**config.mk**
```make
export PLATFORM = sky130hd
export DESIGN_NAME = svo_top
export DESIGN_NICKNAME = d
export VERILOG_FILES = /design/src/design/svo_pkg.sv /design/src/design/svo_sync.sv /design/src/design/svo_fifo.sv /design/src/design/svo_top.sv
export VERILOG_INCLUDE_DIRS = /design/src /design/src/design
export SDC_FILE = /design/constraint.sdc
export NUM_CORES = 1
export LEC_CHECK = 0
export BUFFER_PORTS_ARGS = -buffer_cell sky130_fd_sc_hd__buf_2
export CAP_MARGIN = 15
export CORE_MARGIN = 4
export CORE_UTILIZATION = 35
export CTS_CLUSTER_SIZE = 12
export DETAILED_ROUTE_END_ITERATION = 16
export GPL_TIMING_DRIVEN = 1
export SKIP_CTS_REPAIR_TIMING = 1
export SLEW_MARGIN = 20
export SYNTH_ARGS = -nofsm -noshare
export SYNTH_HDL_FRONTEND = slang
export SYNTH_SLANG_ARGS = --single-unit
```
**constraint.sdc**
```tcl
create_clock -name clk_i -period 21.9 [get_ports clk_i]
set_input_delay 2.19 -clock clk_i [delete_from_list [all_inputs] [get_ports clk_i]]
set_output_delay 2.19 -clock clk_i [all_outputs]
set_load 0.005 [all_outputs]
```
**src/design/svo_cfg.svh**
```systemverilog
// Purpose: constants of the serial offset receiver
// Assumes: 100 MHz core clock
// Notes: definitions only
`ifndef SVO_CFG_SVH
`define SVO_CFG_SVH

// ****************
// packet layout
// ****************
`define SVO_PKT_BITS 4'h8
`define SVO_PKT_CHANNEL_BIT_BIT 7
`define SVO_PKT_SIGN_BIT 6
`define SVO_PKT_MAG_HI 5
`define SVO_PKT_MAG_LO 1

// ****************
// mode setting bits
// ****************
`define SVO_MODE_LSB_BIT 2
`define SVO_MODE_FSHIFT_BIT 3
`define SVO_MODE_BCAST_BIT 4

// ****************
// step sizes, mV
// ****************
`define SVO_LSB_SMALL_MV 11'sh005
`define SVO_LSB_LARGE_MV 11'sh00A

// ****************
// timing
// ****************
`define SVO_CLK_MHZ 100
`define SVO_GAP_NS 4000
`define SVO_GAP_CYC ((`SVO_GAP_NS * `SVO_CLK_MHZ) / 1000)

// ****************
// target selects
// ****************
`define SVO_SEL_NOM 2'h0
`define SVO_SEL_HIGH 2'h1
`define SVO_SEL_LOW 2'h2

`endif

```
**src/design/svo_pkg.sv**
```systemverilog
// Purpose: shared types of the serial offset receiver
// Assumes: nothing
// Notes: constants live in svo_cfg.svh
package svo_pkg;
  typedef enum logic [0:0] {
    SVO_IDLE,
    SVO_FRAME
  } svo_state_type;

  // two's complement offset code, -31..+31 steps
  typedef logic signed [5:0] svo_code_type;

  // offset in mV, +-310 fits
  typedef logic signed [10:0] svo_mv_type;
endpackage

```
**src/design/svo_sync.sv**
```systemverilog
// Purpose: two-stage synchroniser for a group of pins
// Assumes: inputs are asynchronous to clk_i
// Notes: first stage is read only by the second
`timescale 1ns/100ps
module svo_sync #(
  parameter int W = 1,
  parameter logic [W-1:0] RST = '0
) (
  input wire logic clk_i,
  input wire logic srst_i,
  input wire logic [W-1:0] d_i,
  output logic [W-1:0] q_o
);
  logic [W-1:0] meta_reg;

  always_ff @(posedge clk_i) begin
    if (srst_i) begin
      meta_reg <= RST;
      q_o <= RST;
    end else begin
      meta_reg <= d_i;
      q_o <= meta_reg;
    end
  end
endmodule

```
**src/design/svo_fifo.sv**
```systemverilog
// Purpose: packet buffer between receiver and offset apply
// Assumes: single clock
// Notes: full and empty are exact, storage in flip-flops
`timescale 1ns/100ps
module svo_fifo #(
  parameter int W = 8,
  parameter int DEPTH = 16
) (
  input wire logic clk_i,
  input wire logic srst_i,
  input wire logic in_valid_i,
  output logic in_ready_o,
  input wire logic [W-1:0] in_data_i,
  output logic out_valid_o,
  input wire logic out_ready_i,
  output logic [W-1:0] out_data_o
);
  localparam int AW = (DEPTH > 1) ? $clog2(DEPTH) : 1;
  localparam logic [AW:0] FULL = (AW + 1)'(DEPTH);
  localparam logic [AW-1:0] LAST = AW'(DEPTH - 1);

  logic [W-1:0] mem_reg [DEPTH];
  logic [AW-1:0] wr_reg;
  logic [AW-1:0] rd_reg;
  logic [AW:0] cnt_reg;
  logic push;
  logic pop;

  assign in_ready_o = (cnt_reg != FULL);
  assign out_valid_o = (cnt_reg != '0);
  assign out_data_o = mem_reg[rd_reg];
  assign push = in_valid_i & in_ready_o;
  assign pop = out_valid_o & out_ready_i;

  always_ff @(posedge clk_i) begin
    if (push) begin
      mem_reg[wr_reg] <= in_data_i;
    end
  end

  always_ff @(posedge clk_i) begin
    if (srst_i) begin
      wr_reg <= '0;
      rd_reg <= '0;
    end else begin
      if (push) begin
        wr_reg <= (wr_reg == LAST) ? '0 : wr_reg + 1'b1;
      end
      if (pop) begin
        rd_reg <= (rd_reg == LAST) ? '0 : rd_reg + 1'b1;
      end
    end
  end

  always_ff @(posedge clk_i) begin
    if (srst_i) begin
      cnt_reg <= '0;
    end else if (push & ~pop) begin
      cnt_reg <= cnt_reg + 1'b1;
    end else if (pop & ~push) begin
      cnt_reg <= cnt_reg - 1'b1;
    end
  end
endmodule

```
**src/design/svo_top.sv**
```systemverilog
// Purpose: write-only serial offset receiver, two channels
// Assumes: serial clock well below clk_i / 4 (oversampled)
// Notes: error flag pin is open drain, low when flagged
`timescale 1ns/100ps
`include "svo_cfg.svh"

module svo_top #(
  parameter int VW = 16,
  parameter int FIFO_DEPTH = 16,
  parameter int GAP_CYC = `SVO_GAP_CYC
) (
  input wire logic clk_i,
  input wire logic srst_i,
  input wire logic sck_i,
  input wire logic chip_select_n_i,
  input wire logic sdi_i,
  output logic xfer_error_flag_o,
  output logic xfer_error_flag_oe_o,
  input wire logic [1:0][7:0] pwm_mode_setting_i,
  input wire logic [1:0] rail_off_i,
  input wire logic device_reset_cmd_i,
  input wire logic restore_cmd_i,
  input wire logic [1:0] servo_en_i,
  input wire logic [1:0][1:0] margin_sel_i,
  input wire logic [1:0][VW-1:0] nominal_vout_target_i,
  input wire logic [1:0][VW-1:0] margin_high_i,
  input wire logic [1:0][VW-1:0] margin_low_i,
  input wire logic [1:0][VW-1:0] ov_fault_i,
  input wire logic [1:0][VW-1:0] uv_fault_i,
  input wire logic [1:0][VW-1:0] ov_warn_i,
  input wire logic [1:0][VW-1:0] uv_warn_i,
  output logic [1:0][VW-1:0] nominal_adj_o,
  output logic [1:0][VW-1:0] margin_high_adj_o,
  output logic [1:0][VW-1:0] margin_low_adj_o,
  output logic [1:0][VW-1:0] servo_target_o,
  output logic [1:0][VW-1:0] ov_fault_adj_o,
  output logic [1:0][VW-1:0] uv_fault_adj_o,
  output logic [1:0][VW-1:0] ov_warn_o,
  output logic [1:0][VW-1:0] uv_warn_o,
  output svo_pkg::svo_code_type [1:0] offset_readback_o,
  output svo_pkg::svo_mv_type [1:0] offset_mv_o
);
  import svo_pkg::*;

  // counter sized from the gap so a longer gap never wraps the load
  localparam int GW = $clog2(GAP_CYC + 1);
  localparam logic [GW-1:0] GAP_LOAD = GW'(GAP_CYC - 1);
  // ****************
  // functions
  // ****************

  // sign-magnitude packet to two's complement code
  function automatic svo_code_type pkt_code(
    input logic [7:0] pkt
  );
    svo_code_type mag;
    mag = {1'b0, pkt[`SVO_PKT_MAG_HI:`SVO_PKT_MAG_LO]};
    pkt_code = pkt[`SVO_PKT_SIGN_BIT] ? -mag : mag;
  endfunction

  // target plus signed offset, floored at zero, capped at full scale
  function automatic logic [VW-1:0] add_off(
    input logic [VW-1:0] tgt,
    input svo_mv_type off
  );
    logic signed [VW+1:0] sum;
    sum = $signed({2'b00, tgt}) + (VW + 2)'(off);
    if (sum < 0) begin
      add_off = '0;
    end else if (sum[VW]) begin
      add_off = '1;
    end else begin
      add_off = sum[VW-1:0];
    end
  endfunction

  // ****************
  // pin synchronisers
  // ****************

  logic sck_s;
  logic csn_s;
  logic sdi_s;

  svo_sync #(
    .W(3),
    .RST(3'h2)
  ) u_sync (
    .clk_i(clk_i),
    .srst_i(srst_i),
    .d_i({sck_i, chip_select_n_i, sdi_i}),
    .q_o({sck_s, csn_s, sdi_s})
  );

  // ****************
  // edge detection
  // ****************

  logic sck_d_reg;
  logic csn_d_reg;
  logic sck_fall;
  logic cs_fall;
  logic cs_rise;

  always_ff @(posedge clk_i) begin
    if (srst_i) begin
      sck_d_reg <= 1'b0;
      csn_d_reg <= 1'b1;
    end else begin
      sck_d_reg <= sck_s;
      csn_d_reg <= csn_s;
    end
  end

  assign sck_fall = sck_d_reg & ~sck_s;
  assign cs_fall = csn_d_reg & ~csn_s;
  assign cs_rise = ~csn_d_reg & csn_s;

  // ****************
  // packet receiver
  // ****************

  // rate limit: serial clock must stay above 2 clk_i per half period
  svo_state_type state_reg;
  logic [7:0] shift_reg;
  logic [3:0] cnt_reg;
  logic pkt_good;
  logic fifo_in_ready;
  logic pkt_valid_reg;
  logic [7:0] pkt_data_reg;

  always_ff @(posedge clk_i) begin
    if (srst_i) begin
      state_reg <= SVO_IDLE;
    end else begin
      case (state_reg)
        SVO_IDLE: begin
          if (cs_fall) begin
            state_reg <= SVO_FRAME;
          end
        end
        SVO_FRAME: begin
          if (cs_rise) begin
            state_reg <= SVO_IDLE;
          end
        end
        default: begin
          state_reg <= SVO_IDLE;
        end
      endcase
    end
  end

  always_ff @(posedge clk_i) begin
    if (srst_i | cs_fall) begin
      cnt_reg <= 4'h0;
    end else if (state_reg == SVO_FRAME && sck_fall &&
                 cnt_reg <= `SVO_PKT_BITS) begin
      cnt_reg <= cnt_reg + 4'h1;
    end
  end

  always_ff @(posedge clk_i) begin
    if (srst_i) begin
      shift_reg <= 8'h00;
    end else if (state_reg == SVO_FRAME && sck_fall &&
                 cnt_reg < `SVO_PKT_BITS) begin
      shift_reg <= {shift_reg[6:0], sdi_s};
    end
  end

  assign pkt_good = (cnt_reg == `SVO_PKT_BITS) & (^shift_reg);

  always_ff @(posedge clk_i) begin
    if (srst_i) begin
      pkt_valid_reg <= 1'b0;
      pkt_data_reg <= 8'h00;
    end else begin
      pkt_valid_reg <= (state_reg == SVO_FRAME) & cs_rise &
                       pkt_good & fifo_in_ready;
      pkt_data_reg <= shift_reg;
    end
  end

  // ****************
  // error flag pin
  // ****************

  // a full buffer also flags, so the host sees the drop
  always_ff @(posedge clk_i) begin
    if (srst_i) begin
      xfer_error_flag_oe_o <= 1'b0;
    end else if (cs_fall) begin
      xfer_error_flag_oe_o <= 1'b0;
    end else if (state_reg == SVO_FRAME && cs_rise &&
                 !(pkt_good && fifo_in_ready)) begin
      xfer_error_flag_oe_o <= 1'b1;
    end
  end

  // open drain, only ever pulls low
  always_ff @(posedge clk_i) begin
    xfer_error_flag_o <= 1'b0;
  end

  // ****************
  // packet buffer
  // ****************

  logic fifo_out_valid;
  logic fifo_out_ready;
  logic [7:0] fifo_out_data;
  logic apply;
  logic [GW-1:0] gap_reg;

  svo_fifo #(
    .W(8),
    .DEPTH(FIFO_DEPTH)
  ) u_fifo (
    .clk_i(clk_i),
    .srst_i(srst_i),
    .in_valid_i(pkt_valid_reg),
    .in_ready_o(fifo_in_ready),
    .in_data_i(pkt_data_reg),
    .out_valid_o(fifo_out_valid),
    .out_ready_i(fifo_out_ready),
    .out_data_o(fifo_out_data)
  );

  assign fifo_out_ready = (gap_reg == '0);
  assign apply = fifo_out_valid & fifo_out_ready;

  always_ff @(posedge clk_i) begin
    if (srst_i) begin
      gap_reg <= '0;
    end else if (apply) begin
      gap_reg <= GAP_LOAD;
    end else if (gap_reg != '0) begin
      gap_reg <= gap_reg - 1'b1;
    end
  end

  // ****************
  // channel offsets
  // ****************

  logic bcast;
  logic clear_all;

  assign bcast = pwm_mode_setting_i[0][`SVO_MODE_BCAST_BIT] |
                 pwm_mode_setting_i[1][`SVO_MODE_BCAST_BIT];
  assign clear_all = device_reset_cmd_i | restore_cmd_i;

  for (genvar c = 0; c < 2; c++) begin : g_channel_bit
    svo_code_type code_reg;
    svo_mv_type mv;
    logic hit;
    logic [VW-1:0] nom_a;
    logic [VW-1:0] mhi_a;
    logic [VW-1:0] mlo_a;
    logic [VW-1:0] sel_raw;
    logic [VW-1:0] sel_adj;

    assign hit = apply &
      (bcast | (fifo_out_data[`SVO_PKT_CHANNEL_BIT_BIT] == 1'(c)));

    // clear wins over a packet landing in the same cycle
    always_ff @(posedge clk_i) begin
      if (srst_i | clear_all | rail_off_i[c]) begin
        code_reg <= '0;
      end else if (hit) begin
        code_reg <= pkt_code(fifo_out_data);
      end
    end

    assign mv = svo_mv_type'(code_reg) *
      (pwm_mode_setting_i[c][`SVO_MODE_LSB_BIT] ?
       `SVO_LSB_LARGE_MV : `SVO_LSB_SMALL_MV);

    assign nom_a = add_off(nominal_vout_target_i[c], mv);
    assign mhi_a = add_off(margin_high_i[c], mv);
    assign mlo_a = add_off(margin_low_i[c], mv);

    always_comb begin
      case (margin_sel_i[c])
        `SVO_SEL_HIGH: begin
          sel_raw = margin_high_i[c];
          sel_adj = mhi_a;
        end
        `SVO_SEL_LOW: begin
          sel_raw = margin_low_i[c];
          sel_adj = mlo_a;
        end
        default: begin
          sel_raw = nominal_vout_target_i[c];
          sel_adj = nom_a;
        end
      endcase
    end

    always_ff @(posedge clk_i) begin
      if (srst_i) begin
        nominal_adj_o[c] <= '0;
        margin_high_adj_o[c] <= '0;
        margin_low_adj_o[c] <= '0;
        servo_target_o[c] <= '0;
      end else begin
        nominal_adj_o[c] <= nom_a;
        margin_high_adj_o[c] <= mhi_a;
        margin_low_adj_o[c] <= mlo_a;
        servo_target_o[c] <= servo_en_i[c] ? sel_adj : sel_raw;
      end
    end

    always_ff @(posedge clk_i) begin
      if (srst_i) begin
        ov_fault_adj_o[c] <= '0;
        uv_fault_adj_o[c] <= '0;
      end else if (pwm_mode_setting_i[c][`SVO_MODE_FSHIFT_BIT]) begin
        ov_fault_adj_o[c] <= add_off(ov_fault_i[c], mv);
        uv_fault_adj_o[c] <= add_off(uv_fault_i[c], mv);
      end else begin
        ov_fault_adj_o[c] <= ov_fault_i[c];
        uv_fault_adj_o[c] <= uv_fault_i[c];
      end
    end

    always_ff @(posedge clk_i) begin
      if (srst_i) begin
        ov_warn_o[c] <= '0;
        uv_warn_o[c] <= '0;
      end else begin
        ov_warn_o[c] <= ov_warn_i[c];
        uv_warn_o[c] <= uv_warn_i[c];
      end
    end

    always_ff @(posedge clk_i) begin
      if (srst_i) begin
        offset_readback_o[c] <= '0;
        offset_mv_o[c] <= '0;
      end else begin
        offset_readback_o[c] <= code_reg;
        offset_mv_o[c] <= mv;
      end
    end
  end
endmodule

```
==> results of run 1 <==
[routing by layer]
layer,vias to the layer above,part of all wire [%]
li1,11200,-
met1,10900,44
met2,753,46
met3,148,7.4
met4,6,2.5
met5,-,0.038
[power breakdown]
part / internal (mW) / leakage [nW] / switching [mW]
combinational: 0.160 / 9.62 / 0.226
sequential: 0.932 / 3.97 / 0.0198
clock: 0.516 / 0.871 / 0.379
[how the worst min path moves through the flow]
stage	from	depth (start not counted)	slack, ns	to
after floorplan	u_sync.meta_reg[1]	1	0.39	u_sync.q_o[1]
after global placement	u_sync.meta_reg[1]	1	0.39	u_sync.q_o[1]
after detailed placement	u_sync.meta_reg[1]	1	0.39	u_sync.q_o[1]
after CTS	u_sync.q_o[0]	2	0.40	shift_reg[0]
after global routing	u_sync.meta_reg[1]	1	0.42	u_sync.q_o[1]
final	u_sync.meta_reg[1]	1	0.41	u_sync.q_o[1]
[layout make-up]
class | count | area (um^2) | share of cell area [%]
Antenna cell | 8 | 20.0 | 0.0622
Clock buffer | 78 | 1530 | 4.75
Clock inverter | 22 | 265 | 0.825
Inverter | 150 | 566 | 1.76
Multi-Input combinational cell | 2119 | 15100 | 47.1
Sequential cell | 470 | 10500 | 32.7
Tap cell | 969 | 1210 | 3.77
Timing Repair Buffer | 564 | 2900 | 9.02
[cell usage after synthesis, types with 10 or more instances]
| cell type | count |
|---|---|
| dfxtp_1 | 358 |
| buf_1 | 12 |
| nand4_1 | 14 |
| a211oi_1 | 31 |
| nor2b_1 | 127 |
| mux4_2 | 35 |
| a21o_1 | 50 |
| a311oi_1 | 16 |
| a221oi_1 | 14 |
| o31ai_1 | 25 |
| and2_1 | 21 |
| edfxtp_1 | 112 |
| a31oi_1 | 16 |
| xnor2_1 | 118 |
| inv_1 | 145 |
| or3_1 | 24 |
| ha_1 | 219 |
| clkbuf_1 | 77 |
| o21bai_1 | 21 |
| o211ai_1 | 18 |
| o21a_1 | 36 |
| nand3_1 | 38 |
| nand2b_1 | 36 |
| a21oi_1 | 193 |
| o21ai_0 | 149 |
| xor2_1 | 37 |
| or2_2 | 12 |
| nor3_1 | 64 |
| mux2i_1 | 18 |
| o221ai_1 | 14 |
| nand2_1 | 181 |
| and3_1 | 12 |
| nor2_1 | 350 |
| a22oi_1 | 19 |
| o221a_2 | 11 |
| fa_1 | 33 |
| nor4_1 | 10 |
[per-stage QoR]
step	util (%)	cells	worst slack (ns)	hold slack, ns	instance area, um^2
2_1_floorplan	-	2843	13.44	0.389	26600
3_3_place_gp	40.5	4271	11.78	0.392	30300
3_5_place_dp	40.5	4272	11.77	0.392	30300
4_1_cts	42.9	4372	12.41	0.400	32100
5_1_grt	42.9	4375	11.92	0.424	32200
6_report	42.9	4380	12.52	0.407	32200
[layout by cell type, fill, tap and decap left out, drive strengths merged, types with 11 or more instances in the layout]
cell / count
a211oi: 32
xor2: 37
a21oi: 195
o211ai: 18
nand4: 15
o21bai: 21
a22oi: 19
nand2: 181
buf: 564
or3: 24
nor2: 352
edfxtp: 112
dfxtp: 358
a221oi: 14
ha: 219
a21o: 50
o221a: 11
mux2i: 18
o21ai: 153
nor2b: 127
inv: 152
xnor2: 121
a311oi: 17
mux4: 35
or2: 14
nor3: 66
o31ai: 26
a31oi: 16
clkbuf: 78
fa: 33
nand3: 39
and2: 21
o221ai: 14
clkinv: 14
nand2b: 36
and3: 12
o21a: 37
[critical path: stages]
cell,delay [ns]
buf_2,0.19
mux2i_2,0.86
inv_1,0.46
ha_1,0.42
inv_1,0.05
fa_1,0.49
inv_1,0.06
fa_1,0.41
a21oi_2,0.16
o21ai_1,0.12
a2111oi_4,0.38
o21a_2,0.22
nor2_1,0.07
inv_2,0.05
buf_4,0.53
ha_1,0.44
a21oi_1,0.23
o21ai_0,0.17
a21oi_1,0.22
nand3_1,0.13
a41o_1,0.31
xnor2_2,0.69
nor2_1,0.15
o221a_2,0.35
nor4_1,0.41
[cell families after synthesis]
family	Yosys count	synth area share (%)
AOI/OAI and AO/OA	734	18.7
xor gates and xnor gates	158	5.28
adders and majority gates	252	12.8
buffers and inverters	254	3.72
DFF	470	39.6
muxes	54	3.68
other	2	0.0282
and+or+nand+nor	913	16.2
==> out/results.ini, run 1 <==
[status]
status = finished, final reports clean

[grt]
grt_pass1_wl_um = 135000
grt-ovfl-total = 0
grt.met3_usage_pct = 3.90
track_usage_pct = 21.3
busiest_layer = met2
met1_usage_pct = 28.8
use_met2_pct = 35.0
antenna_found_initial = 13
grt_pass1_vias = 22000
grt_max_degree = 80

[drt]
drtPass1Iterations = 5
drc = 0
via_count = 23000
wirelength_um = 89700
first_iter_violations = 1943
viasPerCell = 5.26
routedWlPerCell_um = 20.5
ant_nets = 0

[critical_path]
regToRegStartpoint = g_channel_bit[0].code_reg[1]
crit_path_end_kind = register
cp-startpoint = pwm_mode_setting_i[2]
arrival_ns = 9.85
critPathLaunchType = input pin
crit_end = servo_target_o[0]
ff2ff_setup_slack_ns = 13.98
r2r_end = servo_target_o[0]
worstPathMaxFanout = 54
required_ns = 22.37
path_class = in2reg
r2r_cells = 24

[clock_tree]
cts_max_path_buffers = 3
cts-root-buf = clkbuf_16
clock-sinks = 470
cts_made_buffers = 54
clkSlewWorstSetupHoldPaths_ns = 0.06
htreeDepth = 2
insertion_delay_ns = 0.63
tritoncts = done

[timing]
slew_violations = 0
fin_tns_setup_ns = 0
setup_viol = 0
final.period_utilization_pct = 42.8
fmax_mhz = 107
rsz0062_at_grt = no
worst_pin_slew_ns = 1.16
period_needed_ns = 9.38
hold_viol_final = 0
slew_headroom_pct = 22.0
finalClockSkew_ns = 0.0386

[place]
portBuffers = 535
gp_congestion = 0.928
dp_hpwl_um = 70100

[floorplanning]
fp.dieW_um = 284
die_y_um = 284
boundaryPins = 547
core_area_mm2 = 0.0749
die_area_mm2 = 0.0805
start_util_pct = 35.5
rows = 100

[yosys]
synth_cells = 2837
ys_seq_area_share_pct = 39.6
ys.flop_type = dfxtp_1
synth_seq_cells = 470
ys_warn_count = 0
yosys.area.top_type_share_pct = 26.9
async_reset_ff_share_pct = 0
netlist_top_cells_area = dfxtp_1 (27%), edfxtp_1 (13%), ha_1 (10%), nor2_1 (4.9%), xnor2_1 (3.9%)
synth.avg_cell_area_um2 = 9.38
synth_edf_count = 112
ys_types = 99
yosysTopAreaCell = dfxtp_1
synth_area_mm2 = 0.0266

[pwr]
p_leak_nw = 14.5
irDropWorstVdd_mv = 0.0648
total_power_mw = 2.23
power.density_mw_per_mm2 = 69.4

[job]
maxCapViolCount = 0

[final_layout]
fin_nets = 3866
drive_above_1_share_pct = 22.0
largest_reg_flops = 112
area_growth_pct = 20.9
fill_cells = 7369

[worst_hold_path]
hp-class = reg2reg

Note: power is estimated with default switching activity, not from simulation.
==> run 2: changes to the inputs <==
==> constraint.sdc (replaced) <==
create_clock -name clk_i -period 7.9 [get_ports clk_i]
set_input_delay 0.79 -clock clk_i [delete_from_list [all_inputs] [get_ports clk_i]]
set_output_delay 0.79 -clock clk_i [all_outputs]
set_load 0.005 [all_outputs]
==> run 2 against run 1 <==
Sequential cell count is the same. Sequential share of layout area shrank 0.11 points. Sequential power grew to 2.8 times the previous value. Count of clock-buffer cells in the layout shrank 3. Design area is 0.35% higher. Utilization rose by 0.15 points. Setup slack lost 11 ns. Register-to-register slack lost 13 ns. Global-route usage grew 0.090 points.
==> out/results.ini, run 2 (synthesized netlist as in run 1, its figures left out) <==
[timing]
fin_tns_setup_ns = 0
worst_pin_slew_ns = 1.14
rsz0062_at_grt = no
slew_headroom_pct = 23.5
period_needed_ns = 6.77
slew_violations = 0
setup_viol = 0
finalClockSkew_ns = 0.0374
hold_viol_final = 0
fmax_mhz = 148
final.period_utilization_pct = 85.7

[floorplanning]
rows = 100
fp.dieW_um = 284
boundaryPins = 547
start_util_pct = 35.5
die_area_mm2 = 0.0805
core_area_mm2 = 0.0749
die_y_um = 284

[critical_path]
required_ns = 8.37
cp_common_cell = ha_1
arrival_ns = 7.25
crit_path_end_kind = register
regToRegStartpoint = g_channel_bit[0].code_reg[5]
r2r_end = uv_fault_adj_o[5]
ff2ff_setup_slack_ns = 1.13
critPathBufInv = 3
max_stage_delay_ns = 0.54
critPathLaunchType = register
worstPathMaxFanout = 17
path_cells = nand2b_1 > inv_1 > ha_1 > fa_1 > fa_1 > ha_1 > inv_1 > nor2_1 > a2111oi_4 > o21a_2 > nor2_1 > inv_2 > ha_1 > a21o_1 > a21oi_1 > nand3_1 > nor3_1 > nor3_1 > or4_1 > nand3_1 > nand2_1 > o21ai_0
crit_family = simple AND/OR/NAND/NOR gates
cpMaxStageDelayCell = dfxtp_1
path_class = reg2reg
r2r_cells = 22

[worst_hold_path]
holdPathStages = 2
hp-start = chip_select_n_i
hp-class = in2reg
min_to = u_sync.meta_reg[1]

[drt]
ant_nets = 0
first_iter_violations = 1988
wirelength_um = 90000
via_count = 23200
drtPass1Iterations = 5
routedWlPerCell_um = 20.5
viasPerCell = 5.27
drc = 0

[grt]
grt-ovfl-total = 0
track_usage_pct = 21.3
antenna_found_initial = 13
grt_pass1_vias = 22300
grt_max_degree = 84
grt_pass1_wl_um = 135000

[pwr]
p_leak_nw = 14.5
power.density_mw_per_mm2 = 191
irDropWorstVdd_mv = 0.154

[final_layout]
area_growth_pct = 21.3
layout_commonest_cell = buf_2
multi_input_area_mm2 = 0.0151
stdcell_area_mm2 = 0.0323
fin_util_pct = 43.1
fin_nets = 3883
largest_reg_flops = 112
regArea_mm2 = 0.0105
fill_cells = 7366
final_cell_mix = buf_2 (534), dfxtp_1 (357), nor2_1 (350), ha_1 (219), a21oi_1 (193)
drive_above_1_share_pct = 22.3

[clock_tree]
insertion_delay_ns = 0.63
cts_made_buffers = 54
clock-sinks = 470
clkSlewWorstSetupHoldPaths_ns = 0.06
cts_max_path_buffers = 3
tritoncts = done
cts-root-buf = clkbuf_16
htreeDepth = 2

[place]
portBuffers = 535
placed_area_mm2 = 0.0305
dp_hpwl_um = 70600
gp_congestion = 0.935

[job]
maxCapViolCount = 0

[status]
status = finished, final reports clean

-- run 2: changes by cell type in the layout (fill, tap and decap cells not counted), moves of 2 or more --
| cell | before | now |
|---|---|---|
| clkbuf_2 | 3 | 0 |
| clkinv_2 | 7 | 11 |
| clkinv_4 | 1 | 3 |
| inv_6 | 4 | 1 |
| buf_4 | 29 | 46 |
| diode_2 | 8 | 11 |
-- run 2: worst max path at each step --
stage / startpoint / slack [ns] / depth (start not counted) / end
2_1_floorplan: pwm_mode_setting_i[2] / 0.84 / 25 / ov_fault_adj_o[0]
3_3_place_gp: pwm_mode_setting_i[10] / 0.59 / 24 / uv_fault_adj_o[19]
3_5_place_dp: pwm_mode_setting_i[10] / 0.50 / 24 / uv_fault_adj_o[19]
4_1_cts: g_channel_bit[1].code_reg[2] / 1.09 / 23 / uv_fault_adj_o[20]
5_1_grt: g_channel_bit[1].code_reg[2] / 0.60 / 24 / servo_target_o[18]
6_report: g_channel_bit[0].code_reg[5] / 1.13 / 22 / uv_fault_adj_o[5]
-- run 2: final cells by class --
| type | instances | area share, % |
|---|---|---|
| clock buffers | 75 | 4.76 |
| repair buffers | 581 | 9.38 |
| diodes | 11 | 0.0853 |
| well taps | 969 | 3.76 |
| inverters | 150 | 1.75 |
| multi-input cells | 2119 | 46.9 |
| flip-flops and latches | 470 | 32.6 |
| clock inverters | 23 | 0.744 |
-- run 2: power breakdown --
part	internal, mW	switching [mW]	total (mW)
Sequential	2.58	0.0704	2.65
Clock	1.40	1.06	2.46
Combinational	0.445	0.616	1.06
Total	4.43	1.74	6.18
-- run 2: worst register-to-register path: stages (launching register included) --
cell and delay (ns):
dfxtp_1 0.54, nand2b_1 0.23, inv_1 0.17, ha_1 0.26
fa_1 0.54, fa_1 0.42, ha_1 0.31, inv_1 0.08
nor2_1 0.08, a2111oi_4 0.42, o21a_2 0.23, nor2_1 0.07
inv_2 0.36, ha_1 0.37, a21o_1 0.17, a21oi_1 0.29
nand3_1 0.11, nor3_1 0.26, nor3_1 0.14, or4_1 0.52
nand3_1 0.37, nand2_1 0.31, o21ai_0 0.37
-- run 2: metal layers --
| layer | vias up | GRT usage, % | routed length (um) |
|---|---|---|---|
| li1 | 11300 | - | - |
| met1 | 11000 | 28.7 | 39300 |
| met2 | 793 | 34.4 | 41200 |
| met3 | 177 | 3.98 | 6410 |
| met4 | 4 | 7.70 | 3040 |
| met5 | - | 0 | 30 |
-- run 2: metrics by stage --
| step | cells | hold slack [ns] | power [mW] | setup slack (ns) |
|---|---|---|---|---|
| 6_report | 4398 | 0.349 | 6.18 | 1.13 |
| 2_1_floorplan | 2843 | 0.389 | 3.33 | 0.836 |
| 3_3_place_gp | 4289 | 0.396 | 3.75 | 0.591 |
| 4_1_cts | 4387 | 0.300 | 6.24 | 1.09 |
| 3_5_place_dp | 4289 | 0.403 | 3.75 | 0.499 |
| 5_1_grt | 4394 | 0.327 | 6.45 | 0.601 |
==> run 3: changes to the inputs <==
--- a/config.mk
+++ b/config.mk
@@ -8,8 +8,10 @@
 export LEC_CHECK = 0
 export BUFFER_PORTS_ARGS = -buffer_cell sky130_fd_sc_hd__buf_2
 export CAP_MARGIN = 15
-export CORE_MARGIN = 4
+export CORE_MARGIN = 2
 export CORE_UTILIZATION = 35
+export CTS_BUF_LIST = sky130_fd_sc_hd__clkbuf_2 sky130_fd_sc_hd__clkbuf_4 sky130_fd_sc_hd__clkbuf_8
+export CTS_CLUSTER_DIAMETER = 200
 export CTS_CLUSTER_SIZE = 12
 export DETAILED_ROUTE_END_ITERATION = 16
 export GPL_TIMING_DRIVEN = 1
==> run 3 against run 2 <==
Combinational power barely moved. Die area fell by 2.8%. Via count fell by 0.53%. Critical path depth did not move. Highest routed layer unchanged.
==> out/results.ini, run 3 (synthesized netlist as in run 1, its figures left out) <==
[status]
status = finished, final reports clean

[final_layout]
drive_above_1_share_pct = 21.6
area_growth_pct = 17.4
fin_cells = 4360
fin_nets = 3869
largest_reg_flops = 112
layout_commonest_cell = buf_2
stdcell_area_mm2 = 0.0312
final_cell_mix = buf_2 (534), dfxtp_1 (357), nor2_1 (350), ha_1 (219), a21oi_1 (193)

[place]
dp_cells = 4293
placed_area_mm2 = 0.0304
gp_congestion = 0.980
dp_hpwl_um = 68700
portBuffers = 535

[clock_tree]
cts_max_path_buffers = 3
cts_made_buffers = 45
tritoncts = done
htreeDepth = 2
insertion_delay_ns = 0.69
cts-root-buf = clkbuf_8
clock-sinks = 470
clkSlewWorstSetupHoldPaths_ns = 0.10

[critical_path]
cp_common_cell = ha_1
ff2ff_setup_slack_ns = 1.02
critPathBufInv = 4
worstPathMaxFanout = 25
required_ns = 8.43
crit_family = compound AO/OA/AOI/OAI gates
path_class = reg2reg
critPathLaunchType = register
path_cells = nand2b_1 > inv_1 > ha_1 > fa_1 > fa_1 > ha_1 > inv_1 > nor2_1 > a2111oi_4 > o21a_2 > nor2_1 > inv_2 > buf_4 > ha_1 > a21o_1 > a21oi_1 > nor2b_1 > a311o_1 > a31o_2 > a21oi_1 > mux2_2 > a221oi_1
max_stage_delay_ns = 0.57
cpMaxStageDelayCell = dfxtp_1
crit_path_end_kind = register
arrival_ns = 7.41

[timing]
fin_tns_setup_ns = 0
slew_violations = 0
setup_viol = 0
finalClockSkew_ns = 0.0613
fmax_mhz = 145
rsz0062_at_grt = no
slew_headroom_pct = 25.6
period_needed_ns = 6.88
worst_pin_slew_ns = 1.11
hold_viol_final = 0
final.period_utilization_pct = 87.1

[worst_hold_path]
hp-class = in2reg

[grt]
grt_pass1_vias = 21900
track_usage_pct = 21.7
grt_max_degree = 159
antenna_found_initial = 12
grt_pass1_wl_um = 131000
grt-ovfl-total = 0

[floorplanning]
start_util_pct = 35.2
core_area_mm2 = 0.0756
boundaryPins = 547
die_y_um = 280
die_area_mm2 = 0.0783
fp.dieW_um = 280
rows = 101

[pwr]
power.density_mw_per_mm2 = 166
irDropWorstVdd_mv = 0.122
p_leak_nw = 14.1

[drt]
ant_nets = 0
drc = 0
first_iter_violations = 1974
via_count = 23100
wirelength_um = 88400
viasPerCell = 5.29
routedWlPerCell_um = 20.3
drtPass1Iterations = 7

[job]
maxCapViolCount = 0

## run 3: cell type report
class / count / area (um^2)
fillers: 7561 / 44300
multi-input cells: 2119 / 15100
flip-flops and latches: 470 / 10500
repair buffers: 576 / 3000
well taps: 978 / 1220
clock buffers: 58 / 717
inverters: 150 / 566
clock inverters: 4 / 55.1
diodes: 5 / 12.5
## run 3: metrics by stage
step                hold slack (ns)  power [mW]  setup WS, ns  utilization [%]
CTS                           0.210        5.24          1.00             41.3
global route                  0.224        5.44         0.619             41.3
detailed placement            0.398        3.75         0.552             40.3
floorplan                     0.389        3.33         0.836                -
global placement              0.394        3.74         0.674             40.3
finish                        0.304        5.18          1.02             41.3
## run 3: final timing paths
| kind | startpoint | to | depth (start not counted) |
|---|---|---|---|
| max | g_channel_bit[0].code_reg[5] | ov_fault_adj_o[12] | 22 |
| min | uv_warn_i[25] | uv_warn_o[25] | 2 |
| max reg2reg | g_channel_bit[0].code_reg[5] | ov_fault_adj_o[12] | 22 |
| min reg2reg | u_sync.meta_reg[1] | u_sync.q_o[1] | 1 |
## run 3: layer usage
layer / up-vias / share of wire, % / GRT usage [%]
met3: 156 / 6.7 / 4.11
li1: 11200 / - / -
met2: 772 / 45 / 34.7
met4: 8 / 2.8 / 6.79
met5: - / 0.058 / 0
met1: 10900 / 45 / 29.4
## run 3: report_power, final
group	internal, mW	total (mW)	switching (mW)
registers	2.58	2.65	0.0732
logic	0.443	1.05	0.608
clock network	0.594	1.48	0.884
total	3.62	5.18	1.56
